[config.mk]
export PLATFORM = sky130hd
export DESIGN_NAME = cmr_core
export DESIGN_NICKNAME = d
export VERILOG_FILES = /design/src/cmr_pkg.sv /design/src/cmr_alu_if.sv /design/src/cmr_alu.sv /design/src/cmr_phase_seq.sv /design/src/cmr_core.sv
export SDC_FILE = /design/constraint.sdc
export NUM_CORES = 2
export LEC_CHECK = 0
export BUFFER_PORTS_ARGS = -buffer_cell sky130_fd_sc_hd__buf_2
export CAP_MARGIN = 10
export CORE_AREA = 4 4 528 530
export DETAILED_ROUTE_END_ITERATION = 10
export DIE_AREA = 0 0 532 534
export PLACE_DENSITY = 0.52
export SYNTH_ARGS = -nofsm -noshare
export SYNTH_HDL_FRONTEND = slang
export SYNTH_SLANG_ARGS = --single-unit
[constraint.sdc]
create_clock -name sys_clk -period 13.6 [get_ports sys_clk]
set_input_delay 2.72 -clock sys_clk [delete_from_list [all_inputs] [get_ports sys_clk]]
set_output_delay 2.72 -clock sys_clk [all_outputs]
set_load 0.03 [all_outputs]
[src/cmr_pkg.sv]
package cmr_pkg;

  // Byte offsets of the word registers on the bus
  localparam logic [11:0] OFS_INSTR       = 12'h000;
  localparam logic [11:0] OFS_WORK        = 12'h004;
  localparam logic [11:0] OFS_PROD_HIGH   = 12'h008;
  localparam logic [11:0] OFS_PROD_LOW    = 12'h00C;
  localparam logic [11:0] OFS_ALU_FLAGS   = 12'h010;
  localparam logic [11:0] OFS_CPU_STATUS  = 12'h014;
  localparam logic [11:0] OFS_PC          = 12'h018;
  localparam logic [11:0] OFS_STACK_TOP   = 12'h01C;
  localparam logic [11:0] OFS_PC_LATCH    = 12'h020;
  localparam logic [11:0] OFS_IND_ADDR    = 12'h024;
  localparam logic [11:0] OFS_EXEC_STATUS = 12'h028;
  // Data memory window: one byte per word, 256 words
  localparam logic [1:0]  DMEM_SEL        = 2'h1;

  // Field positions
  localparam int FLAG_C        = 0;
  localparam int FLAG_DC       = 1;
  localparam int FLAG_Z        = 2;
  localparam int FLAG_OV       = 3;
  localparam int GLOBAL_INTERRUPT_DISABLE_BIT    = 4;
  localparam int EXEC_BUSY     = 0;
  localparam int EXEC_NOP      = 1;
  localparam int EXEC_PHASE_LO = 2;
  localparam int EXEC_UNSUP    = 4;

  // Reset values and the indirect location
  localparam logic [7:0]  CPU_STATUS_RST = 8'h10;
  localparam logic [7:0]  BYTE_RST       = 8'h00;
  localparam logic [15:0] WORD_RST       = 16'h0000;
  localparam logic [7:0]  IND_LOCATION   = 8'h00;

  // Instruction encodings
  localparam logic [2:0]  OPC_MOVE_PF  = 3'h2;
  localparam logic [7:0]  OPC_MOVE_WF  = 8'h01;
  localparam logic [7:0]  OPC_MUL_LIT  = 8'hBC;
  localparam logic [7:0]  OPC_MUL_FILE = 8'h34;
  localparam logic [6:0]  OPC_NEGATE   = 7'h16;
  localparam logic [15:0] OPC_RET_INT  = 16'h0005;
  localparam logic [7:0]  OPC_RET_LIT  = 8'hB6;

  typedef enum logic [1:0] {Q_DECODE, Q_READ, Q_PROCESS, Q_WRITE} cmr_phase_t;

  typedef enum logic [2:0] {
    OP_NONE, OP_MOVE_PF, OP_MOVE_WF, OP_MUL_LIT, OP_MUL_FILE, OP_NEGATE, OP_RET_INT, OP_RET_LIT
  } cmr_op_t;

endpackage

[src/cmr_alu_if.sv]
`timescale 1ns/1ps
interface cmr_alu_if;
  logic [7:0]  work;
  logic [7:0]  operand;
  logic [15:0] product;
  logic [7:0]  neg_value;
  logic [3:0]  neg_flags;
  modport core (output work, output operand, input product, input neg_value, input neg_flags);
  modport alu  (input work, input operand, output product, output neg_value, output neg_flags);
endinterface

[src/cmr_alu.sv]
`timescale 1ns/1ps
module cmr_alu (
  cmr_alu_if.alu bus
);
  import cmr_pkg::*;

  logic [8:0] neg_sum;
  logic [4:0] low_sum;

  // Unsigned 8x8 product; never overflows 16 bits
  assign bus.product = 16'(bus.work) * 16'(bus.operand);

  // Two's complement as inverted plus one, keeping the carries
  assign neg_sum       = {1'b0, ~bus.work} + 9'h001;
  assign low_sum       = {1'b0, ~bus.work[3:0]} + 5'h01;
  assign bus.neg_value = neg_sum[7:0];
  // 00h and 80h negate to themselves; 80h is the single signed overflow
  always_comb begin
    bus.neg_flags          = 4'h0;
    bus.neg_flags[FLAG_C]  = neg_sum[8];
    bus.neg_flags[FLAG_DC] = low_sum[4];
    bus.neg_flags[FLAG_Z]  = (neg_sum[7:0] == 8'h00);
    bus.neg_flags[FLAG_OV] = (bus.work == 8'h80);
  end
endmodule

[src/cmr_phase_seq.sv]
`timescale 1ns/1ps
module cmr_phase_seq (
  input  wire logic               sys_clk,
  input  wire logic               nrst,
  input  wire logic               start,
  input  wire logic               two_cycle,
  output cmr_pkg::cmr_phase_t     phase,
  output logic                    busy,
  output logic                    nop_cycle
);
  import cmr_pkg::*;

  typedef struct packed {
    logic       busy;
    logic       nop_cycle;
    cmr_phase_t phase;
  } cmr_seq_state_t;

  cmr_seq_state_t st;
  cmr_seq_state_t next_st;

  // Four phases per cycle; a return adds one whole idle cycle
  always_comb begin
    next_st = st;
    if (!st.busy) begin
      if (start) begin
        next_st.busy      = 1'b1;
        next_st.nop_cycle = 1'b0;
        next_st.phase     = Q_DECODE;
      end
    end else if (st.phase == Q_WRITE) begin
      next_st.phase = Q_DECODE;
      if (!st.nop_cycle && two_cycle) begin
        next_st.nop_cycle = 1'b1; // RULE14
      end else begin
        next_st.busy      = 1'b0;
        next_st.nop_cycle = 1'b0;
      end
    end else begin
      next_st.phase = cmr_phase_t'(st.phase + 2'h1);
    end
  end

  always_ff @(posedge sys_clk or negedge nrst) begin
    if (!nrst) begin
      st <= '{busy: 1'b0, nop_cycle: 1'b0, phase: Q_DECODE};
    end else begin
      st <= next_st;
    end
  end

  assign phase     = st.phase;
  assign busy      = st.busy;
  assign nop_cycle = st.nop_cycle;
endmodule

[src/cmr_core.sv]
`timescale 1ns/1ps
// Behaviour
// (RULE1) Move-peripheral-to-file copies window to data in one cycle, either side indirect.
// (RULE2) Its opcode is 010 then a 5-bit source 00h-1Fh and an 8-bit destination 00h-FFh.
// (RULE3) Move-working-to-file, 0000 0001 plus address, stores the working register, no flags.
// (RULE4) That destination can be any of the 256 data locations.
// (RULE5) Multiply-by-literal, 1011 1100 plus literal, loads the product pair in one cycle.
// (RULE6) Multiply-by-file, 0011 0100 plus address, loads the product pair, sources kept.
// (RULE7) Neither multiply touches a flag, not even zero, nor the working register.
// (RULE8) Negate, 0010 110s plus address, stores the negation, in the working reg if s is 0.
// (RULE9) Negate updates overflow, carry, digit carry and zero from its result.
// (RULE10) Return-from-interrupt, 0000 0000 0000 0101, pops pc, clears disable, two cycles.
// (RULE11) The interrupt disable flag is bit 4 of the cpu status register.
// (RULE12) Return-with-literal, 1011 0110 plus literal, loads the working reg and pops the pc.
// (RULE13) Return-with-literal keeps the program counter high latch unchanged.
// (RULE14) A cycle is decode, read, process, write; returns pop in write, then idle a cycle.
module cmr_core (
  input  wire logic        sys_clk,
  input  wire logic        nrst,
  input  wire logic        hsel,
  input  wire logic [31:0] haddr,
  input  wire logic [1:0]  htrans,
  input  wire logic        hwrite,
  input  wire logic [2:0]  hsize,
  input  wire logic [31:0] hwdata,
  input  wire logic        hready,
  output logic             hreadyout,
  output logic             hresp,
  output logic [31:0]      hrdata,
  output cmr_pkg::cmr_phase_t exec_phase,
  output logic             exec_busy
);
  import cmr_pkg::*;

  // Architectural registers, the latches of the running instruction and the bus data phase latches
  typedef struct packed {
    logic [7:0]  working_register;
    logic [7:0]  product_high_byte;
    logic [7:0]  product_low_byte;
    logic [3:0]  alu_flags;
    logic [7:0]  cpu_status_register;
    logic [15:0] pc;
    logic [15:0] stack_top_value;
    logic [7:0]  pc_high_holding_latch;
    logic [7:0]  ind_addr;
    logic [15:0] instr;
    cmr_op_t     op;
    logic [7:0]  src_addr;
    logic [7:0]  dst_addr;
    logic [7:0]  operand;
    logic [7:0]  result;
    logic        unsupported;
    logic        dp_wr;
    logic [11:0] dp_addr;
    logic [31:0] rdata;
  } cmr_core_state_t;

  // Registered state, its next value and the 256 data locations, which are not reset
  cmr_core_state_t st;
  cmr_core_state_t next_st;
  logic [7:0]      dmem [0:255];

  // Links to the arithmetic unit and the sequencer, plus the memory port controls
  cmr_alu_if  alu_bus ();
  cmr_phase_t phase;
  cmr_op_t    dec_op;
  logic       nop_cycle;
  logic       start;
  logic       two_cycle;
  logic       addr_req;
  logic       rd_req;
  logic       mem_we;
  logic [7:0] mem_wa;
  logic [7:0] mem_wd;

  // Multiplier and negator, purely combinational
  cmr_alu u_alu (
    .bus (alu_bus.alu)
  );

  // Phase sequencer; owns busy and the idle second cycle of the returns
  cmr_phase_seq u_seq (
    .sys_clk   (sys_clk),
    .nrst      (nrst),
    .start     (start),
    .two_cycle (two_cycle),
    .phase     (phase),
    .busy      (exec_busy),
    .nop_cycle (nop_cycle)
  );

  // Operands for the multiplier and negator stay stable through the write phase
  assign alu_bus.work    = st.working_register;
  assign alu_bus.operand = st.operand;

  // Bus request decode; a read right behind a write waits one cycle so it sees the new value
  assign addr_req  = hsel && hready && htrans[1];
  assign rd_req    = hsel && htrans[1] && !hwrite;
  assign hreadyout = !(st.dp_wr && rd_req);
  assign hresp     = 1'b0;
  assign hrdata    = st.rdata;

  // Writing the instruction register while idle launches one instruction
  assign start     = st.dp_wr && (st.dp_addr == OFS_INSTR) && !exec_busy;
  assign two_cycle = (st.op == OP_RET_INT) || (st.op == OP_RET_LIT); // RULE10 RULE12

  // Instruction decode
  function automatic cmr_op_t decode_op(input logic [15:0] ins);
    cmr_op_t op;
    op = OP_NONE;
    if (ins[15:13] == OPC_MOVE_PF) op = OP_MOVE_PF; // RULE2
    else if (ins[15:8] == OPC_MOVE_WF) op = OP_MOVE_WF; // RULE3
    else if (ins[15:8] == OPC_MUL_LIT) op = OP_MUL_LIT; // RULE5
    else if (ins[15:8] == OPC_MUL_FILE) op = OP_MUL_FILE; // RULE6
    else if (ins[15:9] == OPC_NEGATE) op = OP_NEGATE; // RULE8
    else if (ins == OPC_RET_INT) op = OP_RET_INT; // RULE10
    else if (ins[15:8] == OPC_RET_LIT) op = OP_RET_LIT; // RULE12
    return op;
  endfunction

  // Decoded once from the instruction register, read only in the decode phase
  assign dec_op = decode_op(st.instr);

  // Location zero stands for the location held in the indirect address register
  function automatic logic [7:0] resolve(input logic [7:0] a, input logic [7:0] ind);
    return (a == IND_LOCATION) ? ind : a;
  endfunction

  // Register read mux, evaluated in the address phase
  function automatic logic [31:0] read_word(input cmr_core_state_t s, input logic [11:0] a,
                                            input logic [7:0] mbyte, input logic [3:0] ex);
    logic [31:0] d;
    d = 32'h0000_0000;
    if (a[11:10] == DMEM_SEL) begin
      d[7:0] = mbyte;
    end else begin
      case (a)
        OFS_INSTR:       d[15:0] = s.instr;
        OFS_WORK:        d[7:0]  = s.working_register;
        OFS_PROD_HIGH:   d[7:0]  = s.product_high_byte;
        OFS_PROD_LOW:    d[7:0]  = s.product_low_byte;
        OFS_ALU_FLAGS:   d[3:0]  = s.alu_flags;
        OFS_CPU_STATUS:  d[7:0]  = s.cpu_status_register;
        OFS_PC:          d[15:0] = s.pc;
        OFS_STACK_TOP:   d[15:0] = s.stack_top_value;
        OFS_PC_LATCH:    d[7:0]  = s.pc_high_holding_latch;
        OFS_IND_ADDR:    d[7:0]  = s.ind_addr;
        OFS_EXEC_STATUS: d[4:0]  = {s.unsupported, ex};
        default:         d       = 32'h0000_0000;
      endcase
    end
    return d;
  endfunction

  // Bus side and execution side share one next-state copy; execution writes come last
  always_comb begin
    next_st = st;
    // Memory port defaults to the bus data phase address
    mem_we  = 1'b0;
    mem_wa  = st.dp_addr[9:2];
    mem_wd  = hwdata[7:0];
    // Bus data phase of a write; the instruction register is locked while running
    if (st.dp_wr) begin
      next_st.dp_wr = 1'b0;
      if (st.dp_addr[11:10] == DMEM_SEL) begin
        // Data memory window, one byte per word
        mem_we = 1'b1;
      end else begin
        case (st.dp_addr)
          OFS_INSTR:      if (!exec_busy) next_st.instr = hwdata[15:0];
          OFS_WORK:       next_st.working_register = hwdata[7:0];
          OFS_PROD_HIGH:  next_st.product_high_byte = hwdata[7:0];
          OFS_PROD_LOW:   next_st.product_low_byte = hwdata[7:0];
          OFS_ALU_FLAGS:  next_st.alu_flags = hwdata[3:0];
          OFS_CPU_STATUS: next_st.cpu_status_register = hwdata[7:0];
          OFS_PC:         next_st.pc = hwdata[15:0];
          OFS_STACK_TOP:  next_st.stack_top_value = hwdata[15:0];
          OFS_PC_LATCH:   next_st.pc_high_holding_latch = hwdata[7:0];
          OFS_IND_ADDR:   next_st.ind_addr = hwdata[7:0];
          default:        next_st.dp_wr = 1'b0;
        endcase
      end
    end
    // Bus address phase
    if (addr_req) begin
      next_st.dp_wr   = hwrite;
      next_st.dp_addr = haddr[11:0];
      // Read data is captured now and stands until the next read is taken
      if (!hwrite) begin
        next_st.rdata = read_word(st, haddr[11:0], dmem[haddr[9:2]],
                                  {phase, nop_cycle, exec_busy});
      end
    end
    // Execution; the idle second cycle of a return does nothing
    if (exec_busy && !nop_cycle) begin
      case (phase)
        Q_DECODE: begin
          // Latch the operation and resolve both addresses
          next_st.op          = dec_op;
          next_st.unsupported = (dec_op == OP_NONE);
          if (dec_op == OP_MOVE_PF) begin
            next_st.src_addr = resolve({3'h0, st.instr[12:8]}, st.ind_addr); // RULE1 RULE2
          end else begin
            next_st.src_addr = resolve(st.instr[7:0], st.ind_addr);
          end
          next_st.dst_addr = resolve(st.instr[7:0], st.ind_addr); // RULE1 RULE4
        end
        Q_READ: begin
          // Literal forms take the low byte, the rest read the source location
          if (st.op == OP_MUL_LIT || st.op == OP_RET_LIT) begin
            next_st.operand = st.instr[7:0];
          end else begin
            next_st.operand = dmem[st.src_addr];
          end
        end
        Q_PROCESS: begin
          // Move and negate results are latched here; products and negate flags come from the ALU in the write phase
          case (st.op)
            OP_MOVE_PF: next_st.result = st.operand; // RULE1
            OP_MOVE_WF: next_st.result = st.working_register; // RULE3
            OP_NEGATE:  next_st.result = alu_bus.neg_value; // RULE8
            OP_RET_INT: next_st.cpu_status_register[GLOBAL_INTERRUPT_DISABLE_BIT] = 1'b0; // RULE10 RULE11
            default:    next_st.result = st.result;
          endcase
        end
        Q_WRITE: begin
          // Returns reload the counter from the stack top; the high latch is never touched
          if (two_cycle) begin
            next_st.pc = st.stack_top_value; // RULE10 RULE13 RULE14
          end else begin
            next_st.pc = st.pc + 16'h0001;
          end
          // Only storing instructions claim the memory port; a bus store beside any other lands
          case (st.op)
            OP_MOVE_PF: begin
              mem_we                    = 1'b1; // RULE1
              mem_wa                    = st.dst_addr;
              mem_wd                    = st.result;
              next_st.alu_flags[FLAG_Z] = (st.result == 8'h00);
            end
            OP_MOVE_WF: begin
              mem_we = 1'b1; // RULE3 RULE4
              mem_wa = st.dst_addr;
              mem_wd = st.result;
            end
            OP_MUL_LIT, OP_MUL_FILE: begin
              // Flags and working register are left as they are
              next_st.product_high_byte = alu_bus.product[15:8]; // RULE5 RULE6 RULE7
              next_st.product_low_byte  = alu_bus.product[7:0]; // RULE5 RULE6
            end
            OP_NEGATE: begin
              mem_we            = 1'b1; // RULE8
              mem_wa            = st.dst_addr;
              mem_wd            = st.result;
              next_st.alu_flags = alu_bus.neg_flags; // RULE9
              if (!st.instr[8]) next_st.working_register = st.result; // RULE8
            end
            OP_RET_LIT: next_st.working_register = st.operand; // RULE12
            default:    next_st.result = st.result;
          endcase
        end
        default: next_st.result = st.result;
      endcase
    end
  end

  // Execution store wins over a bus store to data memory in the same cycle
  always_ff @(posedge sys_clk) begin
    if (mem_we) begin
      dmem[mem_wa] <= mem_wd;
    end
  end

  // State register; reset gives each field exactly one idle value
  always_ff @(posedge sys_clk or negedge nrst) begin
    if (!nrst) begin
      st.working_register      <= BYTE_RST;
      st.product_high_byte     <= BYTE_RST;
      st.product_low_byte      <= BYTE_RST;
      st.alu_flags             <= '0;
      st.cpu_status_register   <= CPU_STATUS_RST;
      st.pc                    <= WORD_RST;
      st.stack_top_value       <= WORD_RST;
      st.pc_high_holding_latch <= BYTE_RST;
      st.ind_addr              <= BYTE_RST;
      st.instr                 <= WORD_RST;
      st.op                    <= OP_NONE;
      st.src_addr              <= BYTE_RST;
      st.dst_addr              <= BYTE_RST;
      st.operand               <= BYTE_RST;
      st.result                <= BYTE_RST;
      st.unsupported           <= 1'b0;
      st.dp_wr                 <= 1'b0;
      st.dp_addr               <= '0;
      st.rdata                 <= '0;
    end else begin
      st <= next_st;
    end
  end

  // Phase leaves straight from the sequencer flop
  assign exec_phase = phase;
endmodule

==> metrics.yaml <==
run_status:
  status: "complete, no violations"
finish:
  postLayoutCoreUtil_pct: 43.2
  layout_common_cells: "edfxtp_1, mux4_2, nor2_1"
  fin_nets: 6167
  area_growth_pct: 10.9
  final_common_cell: "edfxtp_1"
  drive_above_1_share_pct: 28.3
power_and_ir_drop:
  total_power_mw: 21.9
  peakVddDrop_mv: 0.510
  power_leakage_nw: 37.1
  p_per_area_nw_per_um2: 186
logic_synthesis:
  synth_edf_count: 2048
  ys_seq_area_share_pct: 61.7
  syn_inst: 6033
  synth_area_per_cell_um2: 17.7
  synth_top_area_share_pct: 57.7
  synth-main-ff-cell: "edfxtp_1"
  synth_seq_cells: 2217
  synthesis.area_um2: 107000
  synth_cell_types: 87
  yosys.area.top_type: "edfxtp_1"
  ys_top_cells_by_area: "edfxtp_1, mux4_2, dfrtp_1"
  yosysWarnings: 0
  synthArstFlopShare_pct: 7.62
floorplan:
  die_h_um: 534
  pin_count: 111
  die_w_um: 532
  start_util_pct: 39.0
  core_um2: 273000
  die-area_um2: 284000
  core.rowCount: 192
setup_path:
  worstPathArrival_ns: 7.71
  crit_required_ns: 14.41
  crit_type: "in2reg"
  cp-start-kind: "input pin"
  reg2regPathDepth: 9
  critical_path.max_fanout: 49
  end_kind: "flip-flop"
grt:
  grt_pass1_vias: 63100
  grt_pass1_wl_mm: 520
  antenna_found_initial: 18
  grt_max_degree: 176
  grt_usage_pct: 25.9
  globalRouteOverflowTotal: 0
clock_tree:
  cts_root_buffer: "clkbuf_16"
  clock_latency_ns: 0.95
  htree_levels: 4
  cts.path.max_buffers: 4
  cts_tree: "built"
  cts_hold_buf: 0
  postCtsSetupBuffers: 0
  cts_made_buffers: 239
  cts_sinks: 2217
  clk_pin_slew_ns: 0.06
  cts_resized: 0
sta:
  finalHoldViolations: 0
  final-setup-viol-count: 0
  slew_headroom_pct: 10.3
  fin_crit_sh_pct: 50.7
  timing.fmax_mhz: 145
  fin_setup_tns_ns: 0
  period_minus_slack_ns: 6.90
  fin_skew_ns: 0.0984
  grt_setup_unrepaired: "no"
  slew_viol_final: 0
  whs_ns: 0.474
  tightest_slew_ns: 1.34
routing:
  drcViolationCount: 0
  firstDrtPassIters: 8
  avgRoutedWirePerCell_um: 38.3
  drt_iter0_drc: 8668
  ant_nets: 0
  viasPerCell: 6.51
  wl_mm: 376
  vias: 63900
place:
  port_buffers: 53
  place_congestion: 0.926
  dp_hpwl_mm: 246
flow_run:
  drv_cap: 0
worst_hold_path:
  hold_class: "reg2reg"
  hold_depth: 2
-- worst max-delay path: stages --
cell and delay (ns):
buf_8 0.42, buf_4 0.64, buf_4 0.63, mux4_2 0.64
o221ai_1 0.24, a21oi_1 0.06, a22oi_1 0.95, o22ai_1 0.40
a2111oi_0 0.60, a21oi_1 0.13
-- logic make-up after synthesis --
kind of cell	count (synthesis)	synth area share, %
other cells	1	0.00352
flops	2217	61.7
buf+inv	561	2.67
xor+xnor	30	0.247
simple gates	1002	4.49
mux	1271	24.0
fa+ha+maj	79	1.18
compound gates	872	5.67
-- area by class of cell --
class | instances | area [um2]
Inverter | 58 | 218
Clock buffer | 282 | 6200
Fill cell | 23800 | 155000
Multi-Input combinational cell | 3271 | 38300
Tap cell | 3589 | 4490
Timing Repair Buffer | 227 | 1790
Antenna cell | 16 | 40.0
Sequential cell | 2217 | 65700
Clock inverter | 156 | 1380
-- synthesized netlist by cell type, drive strengths merged (47+ instances only) --
master and count:
buf 259, nand3 67, mux2 92, edfxtp 2048
a221oi 74, a21oi 152, dfrtp 168, mux2i 162
nor2 387, nor3 54, o22ai 102, mux4 1017
a22o 61, o21ai 110, and2 71, a211oi 47
a22oi 194, inv 58, clkbuf 244, nand2 204
-- metrics by stage --
step / area (um2) / instances / setup WS (ns)
after floorplan: 107000 / 6049 / 6.76
after global placement: 110000 / 9361 / 5.88
after detailed placement: 110000 / 9361 / 5.90
after CTS: 118000 / 9799 / 6.89
after global routing: 118000 / 9802 / 6.57
final: 118000 / 9816 / 6.70
-- flip-flops by register name (all words and copies together) (netlist names) --
register         cells
hrdata              16
dmem              2048
u_seq.nop_cycle      1
alu_bus.work         8
u_seq.phase          2
st                 133
u_seq.busy           1
alu_bus.operand      8
-- power by group --
| part | internal [mW] | switching, mW |
|---|---|---|
| logic | 3.14 | 4.57 |
| registers | 7.53 | 0.260 |
| clock network | 3.63 | 2.81 |
| total | 14.3 | 7.64 |
-- per-layer routing --
layer  vias to the layer above  global-route usage, %  share of wire, %
met3                       682                   6.01               9.4
met1                     34300                   35.6                40
met2                      3624                   40.4                47
met4                         4                   9.88               4.3
li1                      25300                      -                 -
met5                         -                      0            0.0069
-- final timing paths --
| path | start | to | slack [ns] |
|---|---|---|---|
| setup / recovery | haddr[2] | hrdata[7] | 6.70 |
| hold / removal | hrdata[10] | hrdata[10] | 0.47 |
| setup reg to reg | st[72] | alu_bus.operand[4] | 8.32 |
| hold reg to reg | hrdata[10] | hrdata[10] | 0.47 |
| max in group asynchronous | nrst | st[50] | 9.86 |
| min in group asynchronous | nrst | st[115] | 1.72 |
Power figures use the tool's default switching activity.
